$ cat config.mk
export PLATFORM = sky130hd
export DESIGN_NAME = lid_decoder
export DESIGN_NICKNAME = d
export VERILOG_FILES = /design/src/hw/lid_exec_timer.v /design/src/hw/lid_decoder.v
export VERILOG_INCLUDE_DIRS = /design/src /design/src/inc
export SDC_FILE = /design/constraint.sdc
export NUM_CORES = 1
export LEC_CHECK = 0
export BUFFER_PORTS_ARGS = -buffer_cell sky130_fd_sc_hd__buf_2
export CAP_MARGIN = 20
export CORE_MARGIN = 4
export CORE_UTILIZATION = 55
export CTS_BUF_LIST = sky130_fd_sc_hd__clkbuf_8
export CTS_CLUSTER_DIAMETER = 200
export DETAILED_ROUTE_END_ITERATION = 8
export PLACE_DENSITY_LB_ADDON = 0.1
export SLEW_MARGIN = 25
export SYNTH_ARGS = -nofsm -noshare
export SYNTH_HDL_FRONTEND = slang
export SYNTH_SLANG_ARGS = --single-unit
$ cat constraint.sdc
create_clock -name clock -period 4.6 [get_ports clock]
set_clock_uncertainty 0.15 [all_clocks]
set_input_delay 1.38 -clock clock [delete_from_list [all_inputs] [get_ports clock]]
set_output_delay 1.38 -clock clock [all_outputs]
set_load 0.05 [all_outputs]
$ cat src/inc/lid_regs.vh
`ifndef LID_REGS_VH
`define LID_REGS_VH

// host instruction byte fields
`define LID_BIT_TEXT_ADDR   7
`define LID_BIT_GLYPH_ADDR  6
`define LID_BIT_FUNC_SET    5
`define LID_BIT_SHIFT       4
`define LID_BIT_DISP_CTRL   3
`define LID_BIT_ENTRY       2
`define LID_BIT_HOME        1
`define LID_BIT_CLEAR       0
`define LID_BIT_DISP_ON     2
`define LID_BIT_CURSOR_ON   1
`define LID_BIT_BLINK       0
`define LID_BIT_STEP_INC    1
`define LID_BIT_AUTO_SCROLL 0
`define LID_BIT_BUSY        7

// widths and constants
`define LID_AC_W            7
`define LID_GLYPH_AW        5
`define LID_GLYPH_DW        5
`define LID_TEXT_AW         4
`define LID_TEXT_DEPTH      16
`define LID_GLYPH_DEPTH     32
`define LID_CNT_W           18
`define LID_SPACE_CODE      8'h20
`define LID_ZERO_BYTE       8'h00
`define LID_AC_HOME         7'h00
`define LID_SHIFT_HOME      4'h0
`define LID_SHIFT_ONE       4'h1
`define LID_FILL_LAST       4'hf
`define LID_CNT_ONE         18'h0_0001

// execution times at the nominal oscillator rate
`define LID_T_ADDR_NS       37000
`define LID_T_WRITE_NS      37000
`define LID_T_READ_NS       56000
`define LID_T_CLEAR_NS      1520000
`define LID_OSC_NOM_KHZ     270
`define LID_CLK_NS          10

`endif

$ cat src/hw/lid_exec_timer.v
`timescale 1ns/1ns
`include "lid_regs.vh"

module lid_exec_timer (
    input  wire                  clock,
    input  wire                  rstn,
    input  wire                  start,
    input  wire [`LID_CNT_W-1:0] cycles,
    output reg                   busy_q
);

    reg [`LID_CNT_W-1:0] count_q;

    // busy stays high for exactly the loaded number of cycles
    always @(posedge clock or negedge rstn) begin
        if (!rstn) begin
            busy_q  <= 1'b0;
            count_q <= {`LID_CNT_W{1'b0}};
        end else if (start) begin
            busy_q  <= 1'b1;
            count_q <= cycles - `LID_CNT_ONE;
        end else if (busy_q) begin
            if (count_q == {`LID_CNT_W{1'b0}}) begin
                busy_q <= 1'b0;
            end else begin
                count_q <= count_q - `LID_CNT_ONE;
            end
        end
    end

endmodule

$ cat src/hw/lid_decoder.v
// Overview of operation
// - top bit set loads text memory pointer
// - status read returns busy and address counter
// - busy reads one while executing; host waits
// - data write goes to last addressed memory
// - data read comes from addressed memory
// - one address counter serves both memories
// - zero code in 4-bit enters test mode
// - zero code in 8-bit does nothing
// - clear fills text memory with spaces
// - clear homes counter, forces increment, keeps scroll
// - home resets counter and shift, keeps text
// - entry mode stores direction and auto scroll
// - counter steps up or down after access
// - auto scroll shifts display on text writes
// - no shift on text reads or glyph access
// - display control sets screen, cursor, blink
// - clear takes far longer than others
// - execution times scale with oscillator rate
`timescale 1ns/1ns
`include "lid_regs.vh"

module lid_decoder #(
    parameter integer osc_khz     = `LID_OSC_NOM_KHZ,
    parameter integer read_cycles =
        (`LID_T_READ_NS * `LID_OSC_NOM_KHZ + osc_khz * `LID_CLK_NS - 1)
        / (osc_khz * `LID_CLK_NS),
    parameter integer clear_cycles =
        (`LID_T_CLEAR_NS * `LID_OSC_NOM_KHZ + osc_khz * `LID_CLK_NS - 1)
        / (osc_khz * `LID_CLK_NS)
) (
    input  wire                  clock,
    input  wire                  rstn,
    input  wire                  register_select,
    input  wire                  read_write,
    input  wire                  enable,
    input  wire [7:0]            host_bus_line_in,
    input  wire                  interface_8bit,
    output reg  [7:0]            host_bus_line_out_q,
    output reg                   host_bus_line_oe_q,
    output wire                  busy_indicator,
    output reg  [`LID_AC_W-1:0]  address_counter_q,
    output reg                   target_glyph_q,
    output reg                   display_on_q,
    output reg                   cursor_on_q,
    output reg                   cursor_blink_q,
    output reg                   step_increment_q,
    output reg                   auto_scroll_q,
    output reg  [3:0]            display_shift_q,
    output reg                   test_mode_q
);

    // execution counts, scaled from the nominal oscillator rate
    localparam integer ADDR_CYC =
        (`LID_T_ADDR_NS * `LID_OSC_NOM_KHZ + osc_khz * `LID_CLK_NS - 1)
        / (osc_khz * `LID_CLK_NS);
    localparam integer WRITE_CYC =
        (`LID_T_WRITE_NS * `LID_OSC_NOM_KHZ + osc_khz * `LID_CLK_NS - 1)
        / (osc_khz * `LID_CLK_NS);
    localparam [`LID_CNT_W-1:0] ADDR_CNT  = ADDR_CYC[`LID_CNT_W-1:0];
    localparam [`LID_CNT_W-1:0] WRITE_CNT = WRITE_CYC[`LID_CNT_W-1:0];
    localparam [`LID_CNT_W-1:0] READ_CNT  = read_cycles[`LID_CNT_W-1:0];
    localparam [`LID_CNT_W-1:0] CLEAR_CNT = clear_cycles[`LID_CNT_W-1:0];

    // pin synchronisers; logic reads the second stage, plus the third enable stage for edge detection
    reg                  en_s1_q;
    reg                  en_s2_q;
    reg                  en_s3_q;
    reg                  rs_s1_q;
    reg                  rs_s2_q;
    reg                  rw_s1_q;
    reg                  rw_s2_q;
    reg  [7:0]           db_s1_q;
    reg  [7:0]           db_s2_q;

    reg                  phase_q;
    reg  [3:0]           high_nib_q;
    reg                  fill_act_q;
    reg  [3:0]           fill_idx_q;
    reg                  start_q;
    reg  [`LID_CNT_W-1:0] cycles_q;

    reg  [7:0]           text_mem [0:`LID_TEXT_DEPTH-1];
    reg  [`LID_GLYPH_DW-1:0] glyph_mem [0:`LID_GLYPH_DEPTH-1];

    wire                 en_fall;
    wire                 en_rise;
    wire                 byte_done;
    wire [7:0]           host_byte;
    wire [7:0]           mem_byte;
    wire [7:0]           status_byte;
    wire [7:0]           read_byte;
    wire                 is_status;
    wire                 is_cmd;
    wire                 is_wdata;
    wire                 is_rdata;
    wire                 accept;
    wire                 text_write;

    // one step of the shared counter; glyph addresses wrap in their own range
    function [`LID_AC_W-1:0] step_addr;
        input [`LID_AC_W-1:0] addr;
        input                 inc;
        input                 glyph;
        reg   [`LID_AC_W-1:0] nxt;
        begin
            nxt = inc ? addr + `LID_AC_W'd1 : addr - `LID_AC_W'd1;
            if (glyph) begin
                step_addr = {2'b00, nxt[`LID_GLYPH_AW-1:0]};
            end else begin
                step_addr = nxt;
            end
        end
    endfunction

    always @(posedge clock or negedge rstn) begin
        if (!rstn) begin
            en_s1_q <= 1'b0;
            en_s2_q <= 1'b0;
            en_s3_q <= 1'b0;
            rs_s1_q <= 1'b0;
            rs_s2_q <= 1'b0;
            rw_s1_q <= 1'b0;
            rw_s2_q <= 1'b0;
            db_s1_q <= 8'h00;
            db_s2_q <= 8'h00;
        end else begin
            en_s1_q <= enable;
            en_s2_q <= en_s1_q;
            en_s3_q <= en_s2_q;
            rs_s1_q <= register_select;
            rs_s2_q <= rs_s1_q;
            rw_s1_q <= read_write;
            rw_s2_q <= rw_s1_q;
            db_s1_q <= host_bus_line_in;
            db_s2_q <= db_s1_q;
        end
    end

    // transfers are taken on the falling edge of the strobe
    assign en_fall   = en_s3_q & ~en_s2_q;
    assign en_rise   = en_s2_q & ~en_s3_q;
    assign byte_done = en_fall & (interface_8bit | phase_q);
    assign host_byte = interface_8bit ? db_s2_q : {high_nib_q, db_s2_q[7:4]};

    assign is_status = ~rs_s2_q & rw_s2_q;
    assign is_cmd    = ~rs_s2_q & ~rw_s2_q;
    assign is_wdata  = rs_s2_q & ~rw_s2_q;
    assign is_rdata  = rs_s2_q & rw_s2_q;
    // anything but a status read is dropped while busy
    assign accept    = byte_done & ~busy_indicator & ~is_status;
    assign text_write = accept & is_wdata & ~target_glyph_q;

    assign mem_byte = target_glyph_q ?
                      {3'b000, glyph_mem[address_counter_q[`LID_GLYPH_AW-1:0]]} :
                      text_mem[address_counter_q[`LID_TEXT_AW-1:0]];
    assign status_byte = {busy_indicator, address_counter_q};
    assign read_byte   = rs_s2_q ? mem_byte : status_byte;

    // nibble phase: high nibble first, both reads and writes
    always @(posedge clock or negedge rstn) begin
        if (!rstn) begin
            phase_q    <= 1'b0;
            high_nib_q <= 4'h0;
        end else if (interface_8bit) begin
            phase_q <= 1'b0;
        end else if (en_fall) begin
            phase_q <= ~phase_q;
            if (!phase_q) begin
                high_nib_q <= db_s2_q[7:4];
            end
        end
    end

    // read drive: byte or nibble presented from strobe rise
    always @(posedge clock or negedge rstn) begin
        if (!rstn) begin
            host_bus_line_out_q <= 8'h00;
            host_bus_line_oe_q  <= 1'b0;
        end else begin
            host_bus_line_oe_q <= en_s2_q & rw_s2_q;
            if (en_rise && rw_s2_q) begin
                if (interface_8bit) begin
                    host_bus_line_out_q <= read_byte;
                end else if (!phase_q) begin
                    host_bus_line_out_q <= {read_byte[7:4], 4'h0};
                end else begin
                    host_bus_line_out_q <= {read_byte[3:0], 4'h0};
                end
            end
        end
    end

    // text memory: clear walks one location per clock under busy
    always @(posedge clock) begin
        if (fill_act_q) begin
            text_mem[fill_idx_q] <= `LID_SPACE_CODE;
        end else if (text_write) begin
            text_mem[address_counter_q[`LID_TEXT_AW-1:0]] <= host_byte;
        end
    end

    // glyph memory keeps the low five bits of each written byte
    always @(posedge clock) begin
        if (accept && is_wdata && target_glyph_q) begin
            glyph_mem[address_counter_q[`LID_GLYPH_AW-1:0]] <=
                host_byte[`LID_GLYPH_DW-1:0];
        end
    end

    always @(posedge clock or negedge rstn) begin
        if (!rstn) begin
            fill_act_q <= 1'b0;
            fill_idx_q <= 4'h0;
        end else if (accept && is_cmd && host_byte[`LID_BIT_CLEAR] &&
                     host_byte[7:1] == 7'h00) begin
            fill_act_q <= 1'b1;
            fill_idx_q <= 4'h0;
        end else if (fill_act_q) begin
            fill_idx_q <= fill_idx_q + 4'h1;
            if (fill_idx_q == `LID_FILL_LAST) begin
                fill_act_q <= 1'b0;
            end
        end
    end

    // instruction and data execution
    always @(posedge clock or negedge rstn) begin
        if (!rstn) begin
            address_counter_q <= `LID_AC_HOME;
            target_glyph_q    <= 1'b0;
            display_on_q      <= 1'b0;
            cursor_on_q       <= 1'b0;
            cursor_blink_q    <= 1'b0;
            step_increment_q  <= 1'b1;
            auto_scroll_q     <= 1'b0;
            display_shift_q   <= `LID_SHIFT_HOME;
            test_mode_q       <= 1'b0;
            start_q           <= 1'b0;
            cycles_q          <= {`LID_CNT_W{1'b0}};
        end else begin
            start_q <= 1'b0;
            if (accept && is_wdata) begin
                address_counter_q <= step_addr(address_counter_q, step_increment_q,
                                               target_glyph_q);
                if (auto_scroll_q && !target_glyph_q) begin
                    // shift opposes the cursor step so the cursor looks still
                    display_shift_q <= step_increment_q ?
                        display_shift_q - `LID_SHIFT_ONE :
                        display_shift_q + `LID_SHIFT_ONE;
                end
                start_q  <= 1'b1;
                cycles_q <= WRITE_CNT;
            end else if (accept && is_rdata) begin
                // reads step the counter but never scroll
                address_counter_q <= step_addr(address_counter_q, step_increment_q,
                                               target_glyph_q);
                start_q  <= 1'b1;
                cycles_q <= READ_CNT;
            end else if (accept && is_cmd) begin
                if (host_byte[`LID_BIT_TEXT_ADDR]) begin
                    address_counter_q <= host_byte[`LID_AC_W-1:0];
                    target_glyph_q    <= 1'b0;
                    start_q  <= 1'b1;
                    cycles_q <= ADDR_CNT;
                end else if (host_byte[`LID_BIT_GLYPH_ADDR]) begin
                    address_counter_q <= {2'b00, host_byte[`LID_GLYPH_AW-1:0]};
                    target_glyph_q    <= 1'b1;
                    start_q  <= 1'b1;
                    cycles_q <= ADDR_CNT;
                end else if (host_byte[`LID_BIT_FUNC_SET] ||
                             host_byte[`LID_BIT_SHIFT]) begin
                    // handled elsewhere; only the busy time is kept here
                    start_q  <= 1'b1;
                    cycles_q <= READ_CNT;
                end else if (host_byte[`LID_BIT_DISP_CTRL]) begin
                    display_on_q   <= host_byte[`LID_BIT_DISP_ON];
                    cursor_on_q    <= host_byte[`LID_BIT_CURSOR_ON];
                    cursor_blink_q <= host_byte[`LID_BIT_BLINK];
                    start_q  <= 1'b1;
                    cycles_q <= ADDR_CNT;
                end else if (host_byte[`LID_BIT_ENTRY]) begin
                    step_increment_q <= host_byte[`LID_BIT_STEP_INC];
                    auto_scroll_q    <= host_byte[`LID_BIT_AUTO_SCROLL];
                    start_q  <= 1'b1;
                    cycles_q <= ADDR_CNT;
                end else if (host_byte[`LID_BIT_HOME]) begin
                    address_counter_q <= `LID_AC_HOME;
                    target_glyph_q    <= 1'b0;
                    display_shift_q   <= `LID_SHIFT_HOME;
                    start_q  <= 1'b1;
                    cycles_q <= ADDR_CNT;
                end else if (host_byte[`LID_BIT_CLEAR]) begin
                    address_counter_q <= `LID_AC_HOME;
                    target_glyph_q    <= 1'b0;
                    step_increment_q  <= 1'b1;
                    display_shift_q   <= `LID_SHIFT_HOME;
                    start_q  <= 1'b1;
                    cycles_q <= CLEAR_CNT;
                end else if (host_byte == `LID_ZERO_BYTE) begin
                    // host is expected never to send this in 4-bit mode
                    if (!interface_8bit) begin
                        test_mode_q <= 1'b1;
                    end
                    // 8-bit: no state changes and no busy time
                end
            end
        end
    end

    // busy starts one clock after acceptance, released by the timer
    lid_exec_timer u_timer (
        .clock  (clock),
        .rstn   (rstn),
        .start  (start_q),
        .cycles (cycles_q),
        .busy_q (busy_indicator)
    );

endmodule

Word-level counts from Yosys, hierarchy flattened
Memory sizes are Yosys's and may differ from the RTL's.
Cells that the tools add are included.

storage, ports and cells
  register bits = 98
  RAM bits = 288
  input port bits = 14
  output and inout bits = 28
  memories = 2

operators by class
  add/sub/neg operators = 7
  eq/ne operators = 16
  multiplexer cells = 82
  bitwise operators = 31
  reductions and logical operators = 34

memory list
  memory     words  width  read ports  clocked after Yosys merged registers in  write ports  line              source
  glyph_mem  32     5      1           0                                        1            lid_decoder.v:84  reg [`LID_GLYPH_DW-1:0] glyph_mem [0:`LID_GLYPH_DEPTH-1];
  text_mem   16     8      1           0                                        1            lid_decoder.v:83  reg [7:0] text_mem [0:`LID_TEXT_DEPTH-1];

operators by type and width
  cell                                                                   count
  18-bit two-way mux                                                     13
  7-bit two-way mux                                                      12
  4-bit two-way mux                                                      15
  8-bit two-way mux                                                      6
  1-bit two-way mux                                                      36
  18-bit by 1-bit subtractor with 18-bit output (second input constant)  2
  18-bit logical NOT                                                     1
  1-bit inverter                                                         18
  9-bit AND reduction                                                    2
  7-bit AND reduction                                                    2
  1-bit AND                                                              12
  2-bit by 1-bit != test with 1-bit output (second input constant)       6
  12-bit AND reduction                                                   1
  5-bit by 1-bit != test with 1-bit output (second input constant)       2
  2-bit nonzero test                                                     5
  9-bit nonzero test                                                     1
  4-bit by 1-bit adder with 4-bit output (second input constant)         2
  1-bit logical AND                                                      8
  8-bit logical NOT                                                      1
  8-bit AND reduction                                                    1
  8-bit OR reduction                                                     1
  7-bit by 1-bit adder with 7-bit output (second input constant)         1
  7-bit logical NOT                                                      1
  7-bit by 1-bit subtractor with 7-bit output (second input constant)    1
  other kinds (15)                                                       20

Longest topological paths before layout
  word-level depth = 12
  depth in mapped cells = 10

Modules after synthesis
A second synthesis with hierarchy kept.

second synthesis, totals
  cell total of the unflattened synthesis = 1,062
  area, all modules = 16,107.9 sq um

by module, submodules not included
  module          instances  cells an instance  area an instance (sq um)
  lid_decoder     1          890                14,581.5
  lid_exec_timer  1          172                1,526.5

Worst setup path after synthesis
Ideal clock, no wire load.

  kind = input -> register
  start point = input port interface_8bit
  end point = memory text_mem[8][0] (enable)
  arrival time = 3.014 ns
  required time = 4.080 ns
  setup slack = 1.066 ns
  stages = 8
  cell sequence = buf_2 > o21bai_1 > nor3_1 > buf_2 > nand2_1 > o21ai_0 > o21ai_0 > nor2_1

on the way
  word-level cells in the longest chain between the ends = 11
  elaborated cells between the ends (all ways) = 12

ends and longest elaborated chain
  item                                                                     line               source
  start, declared                                                          lid_decoder.v:38   input wire interface_8bit,
  1-bit OR *                                                               lid_decoder.v:143  assign byte_done = en_fall & (interface_8bit | phase_q);
  1-bit AND *                                                              lid_decoder.v:143
  1-bit AND * (2 in a row)                                                 lid_decoder.v:151  assign accept = byte_done & ~busy_indicator & ~is_status;
  1-bit AND * (2 in a row)                                                 lid_decoder.v:152  assign text_write = accept & is_wdata & ~target_glyph_q;
  1-bit two-way mux *                                                      lid_decoder.v:198  end else if (text_write) begin
  1-bit two-way mux *                                                      lid_decoder.v:196  if (fill_act_q) begin
  1-bit two-way mux *                                                      lid_decoder.v:199  text_mem[address_counter_q[`LID_TEXT_AW-1:0]] <= host_byte;
  8-bit OR reduction (no source line)                                      n/a
  4-bit two-way mux (no source line) or 1-bit two-way mux (tied branches)  n/a
  end, declared                                                            lid_decoder.v:83

Every way passes the cells marked *; elsewhere a longest branch is shown, timed or not.

Worst setup path in the final report
  start point = input port interface_8bit
  end point = register step_increment_q

on the way
  elaborated cells between the ends (all ways) = 19

RTL lines
  item                                                                                             line               source
  8-bit two-way mux *                                                                              lid_decoder.v:144  assign host_byte = interface_8bit ? db_s2_q : {high_nib_q, db_s2_q[7:4]};
  via host_byte[2]                                                                                 lid_decoder.v:89   wire [7:0] host_byte;
  2-bit by 1-bit != test with 1-bit output (no source line) or 2-bit nonzero test (tied branches)  n/a
  9-bit AND reduction (no source line)                                                             n/a
  end signal, assigned                                                                             lid_decoder.v:283  step_increment_q <= host_byte[`LID_BIT_STEP_INC];
  end, declared                                                                                    lid_decoder.v:47   output reg step_increment_q,

The timed path passes the listed nets; every way through them passes the cells marked *.
A chain may end at the register's enable or synchronous reset.

==> results <==
- The tightest min-delay check is of the flip-flop to flip-flop type.
- In this run, the number of DRC markers left after iteration 0 of detailed routing was approximately 1000.
- The overall fraction of global-route tracks in use is 22.90%.
- The mean post-synth cell area is between 15 and 20 um^2.
- The first global-routing pass estimated about 55000 um of wire.
- The fraction of the cycle the final worst path needs is between 70 and 80%.
- The area share of the leading cell type in the synthesized netlist is approximately 54%.
- The mux share of post-synthesis cell area is between 10% and 20%.
- The reg-to-reg startpoint is address_counter_q[0]$_DFFE_PN0P_.
- The worst ir drop on vdd is 282.6 uV.
- The static power due to leakage is 6.543 nW.
- Yosys attributes the largest share of cell area to sky130_fd_sc_hd__edfxtp_1, sky130_fd_sc_hd__dfrtp_1, sky130_fd_sc_hd__mux4_2.
- The share of synthesized registers carrying an async set or reset is between 20% and 30%.
- The post-route minimum period is between 3000 and 4000 ps.
- The antenna diode count is 0.
- The beginning of the worst hold path is rw_s1_q$_DFF_PN0_.
- The final number of max-transition violations is 0.
- The deepest level of the CTS H-tree is 2.
- The number of I/O port buffers is ~40.
- The final core utilization is between 60% and 70%.
- The total clock buffers created by CTS is between 60 and 70.
- The number of antenna violations at the first check in global routing is 1.
- The routed via count divided by cell count is 6.008.
- Dividing total power by cell area gives a power density of roughly 540 nW/um^2.
- The number of DRC violations after detailed routing is 0.
- Setup violations remaining at the end of the flow were counted as 0.
- Final hold analysis gives a worst-case slack of 195.2 ps.
- The met3 track demand over resource is between 4 and 5%.
- The clock tree from TritonCTS is done.
- In this run the tightest slew margin relative to its limit is roughly 37%.
- The area share of xor/xnor cells in the synthesized design is 1.867%.
- The flip-flop cell with the highest count after synthesis is sky130_fd_sc_hd__edfxtp_1.
- At the end of the flow, the number of nets in the layout was about 1200.
- The number of gates resized after CTS was 0.
- At the pin with the least slew margin, the transition time is ~930 ps.
- The met1 layer usage reported by global route is about a third.
- The die outline area is around 32000 um^2.
- For this run, the register share of the synthesized area comes to roughly two thirds.
- The number of global-route vias before repair is 9266.
- The global routing stage identified its most utilized layer as met2.
- The smallest setup slack after layout is 971.8 ps.
- Setup repair after global routing left no endpoint under its margin.
- The worst setup path is captured at a flip-flop.
- The synthesized-area fraction occupied by ao, oa, aoi and oai cells is under 10%.
- Synthesis inferred between 300 and 400 register bits.
- The number of I/O pins is between 40 and 50.
- The cell count after synthesis is approximately 1000.
- After floorplanning, the core was divided into a little over 60 placement rows.
- Timing analysis after detailed placement gives a worst setup slack of between 500 and 600 ps.
- The number of filler cells placed in the layout is ~2100.
- Data arrives at the worst endpoint at ~4000 ps.
- For the final routed database, the setup TNS stands at 0 ps.
- Of the total synthesized cell area, the portion taken by full adders, half adders and majority gates is less than 1%.
- For the worst setup path, the data required time is 5000 ps.
- The die is between 150 and 200 um wide.
- The remaining antenna violation count is 0.
- The element type at the critical path start is a primary input.
- At the end of routability-driven placement, the weighted congestion stood at approximately 0.85.
- The achievable frequency is between 200 and 300 MHz.
- The total instance count after detailed placement is 1448.
- The number of cells in the finished layout apart from fillers is 1557.
- The combinational family with the most area after synthesis is multiplexers.
- For this block, the routed nets add up to 35380 um of wire.
- For this run, the number of Yosys warnings is 0.
- The distinct cell type count after synthesis is between 70 and 80.
- The CTS clock-pin slew for the worst setup and hold paths is 60 ps.
- The total area inside the core boundary comes to 28630 um^2.
- The quantity of hold-fixing buffers added after cts is 0.
- The total overflow left after global routing is 0.
- The slack of the worst reg-to-reg path is ~1200 ps.
- The most critical setup path has its endpoint at step_increment_q$_DFFE_PN1P_.
- The first element of the critical path is interface_8bit.
- The detailed-route wire length per cell is roughly 23 um.
- The depth of the worst register-to-register path is 7.
- The met2 capacity usage during global routing is 35.03%.
- In the final layout, the share of cells above drive strength 1 is 18.93%.
- The vias after detailed routing is 9354.
- The post-CTS setup repair buffer count is 0.
- The flow ran to the end, and the final reports show no timing, DRC or antenna violations.
- The number of enable flip-flop cells after synthesis is about 290.
- The critical path class is primary input to flip-flop.
- The pre-antenna-repair detailed-routing pass consisted of 5 iterations.
- The area of the mapped netlist is roughly 16000 um^2.
- The insertion delay of the later-clocked pin in the worst-skew pair is 620 ps.
- The tree is rooted in a sky130_fd_sc_hd__clkbuf_8.
- The signed area change from the synthesized netlist to the final layout is 11.88%.
- The share of synthesized cell area in and, or, nand and nor gates is under 10%.
- The maximum buffer depth of the clock tree is 3.
- The floorplan step set the die height to between 150 and 200 um.
- Entering global routing, the biggest net connects between 60 and 70 pins.
- Detailed placement ended at an HPWL of around 23000 um.
- The final number of hold-violating endpoints was 0.
- For this design, the sink count on the clock tree is 373.
- For this configuration, the core starts out at a cell density of a little under three fifths.
- The synthesized design spends more area on one cell type than any other, namely sky130_fd_sc_hd__edfxtp_1.
- The total nets after synthesis is ~1100.
- The worst-path maximum fanout is 33.
- The reg-to-reg endpoint is host_bus_line_out_q[7]$_DFFE_PN0P_.
- The reported max-cap violation count is 0.
cells in the final DEF, fill, tap and decap left out, drive strengths merged, types with 6 or more instances in the layout:
| cell | n |
|---|---|
| nor4 | 12 |
| nor2 | 95 |
| dfrtp | 84 |
| a31oi | 8 |
| nor2b | 14 |
| xor2 | 9 |
| clkbuf | 66 |
| edfxtp | 288 |
| nor3 | 16 |
| and2 | 6 |
| nand3 | 24 |
| a21oi | 34 |
| a22oi | 19 |
| nand2 | 50 |
| o22ai | 14 |
| inv | 37 |
| nor3b | 9 |
| xnor2 | 25 |
| o21ai | 29 |
| buf | 79 |
| clkinv | 20 |
| mux2i | 63 |
| o21a | 10 |
| nand3b | 8 |
| ha | 9 |
| mux4 | 50 |
| nand2b | 13 |
| mux2 | 8 |
per-stage QoR:
step | area, um^2 | total power, mW
final | 17850 | 9.705
after global routing | 17850 | 10.15
after CTS | 17850 | 9.776
after detailed placement | 16640 | 6.922
after global placement | 16640 | 6.895
after floorplan | 15950 | 6.153
kinds of logic (layout without fill, tap and decap cells):
kind of cell | Yosys count | in the layout
flops | 373 | 373
fa+ha+maj | 11 | 11
simple gates | 269 | 269
compound gates | 158 | 158
xor+xnor | 34 | 34
mux | 121 | 121
buf+inv | 71 | 207
area by class of cell:
class | count | area (um^2) | share of cell area, %
clock buffer | 66 | 908.4 | 5.090
clock inverter | 43 | 300.3 | 1.683
inverter | 19 | 71.32 | 0.3996
multi-input combinational | 593 | 4798 | 26.89
sequential | 373 | 10780 | 60.42
tap | 384 | 480.5 | 2.692
timing repair buffer | 79 | 505.5 | 2.832
power breakdown:
part | internal, mW | switching, mW
Combinational | 1.09 | 1.53
Clock | 1.55 | 1.29
Sequential | 3.82 | 0.423
Total | 6.46 | 3.25
worst min path at each step:
stage | slack, ps | depth (start not counted) | end
detailed placement | 190 | 0 | db_s2_q[3]$_DFF_PN0_
global route | 200 | 0 | en_s2_q$_DFF_PN0_
global placement | 180 | 0 | db_s2_q[6]$_DFF_PN0_
finish | 200 | 0 | rw_s2_q$_DFF_PN0_
floorplan | 180 | 0 | db_s2_q[0]$_DFF_PN0_
CTS | 200 | 0 | db_s2_q[4]$_DFF_PN0_
state kept, by name (all words and copies together) (netlist names), 4 cells and up:
signal	cells
db_s1_q	8
glyph_mem	160
address_counter_q	7
text_mem	128
u_timer.count_q	18
cycles_q	5
high_nib_q	4
fill_idx_q	4
display_shift_q	4
db_s2_q	8
host_bus_line_out_q	8
worst max-delay path, stage by stage:
cell and delay (ps):
sky130_fd_sc_hd__buf_2 250, sky130_fd_sc_hd__buf_4 270, sky130_fd_sc_hd__mux2i_1 590, sky130_fd_sc_hd__clkinv_1 920, sky130_fd_sc_hd__a21oi_1 380, sky130_fd_sc_hd__o31ai_1 100
sky130_fd_sc_hd__o21a_1 130
cell usage after synthesis (14+ instances only):
cell type / number
sky130_fd_sc_hd__xnor2_1: 25
sky130_fd_sc_hd__inv_1: 19
sky130_fd_sc_hd__a21oi_1: 34
sky130_fd_sc_hd__o21ai_0: 26
sky130_fd_sc_hd__nand3_1: 24
sky130_fd_sc_hd__o22ai_1: 14
sky130_fd_sc_hd__a22oi_1: 19
sky130_fd_sc_hd__mux2i_1: 62
sky130_fd_sc_hd__nor3_1: 16
sky130_fd_sc_hd__nand2_1: 50
sky130_fd_sc_hd__dfrtp_1: 84
sky130_fd_sc_hd__buf_2: 14
sky130_fd_sc_hd__nor2b_1: 14
sky130_fd_sc_hd__edfxtp_1: 288
sky130_fd_sc_hd__mux4_2: 38
sky130_fd_sc_hd__nor2_1: 95
sky130_fd_sc_hd__clkbuf_1: 19
routing by layer:
layer	routed length (um)	share of wire, %
met1	15580	44
met2	16600	47
met3	2302	6.5
met4	886	2.5
met5	14	0.040
(Power assumes the default switching activity.)
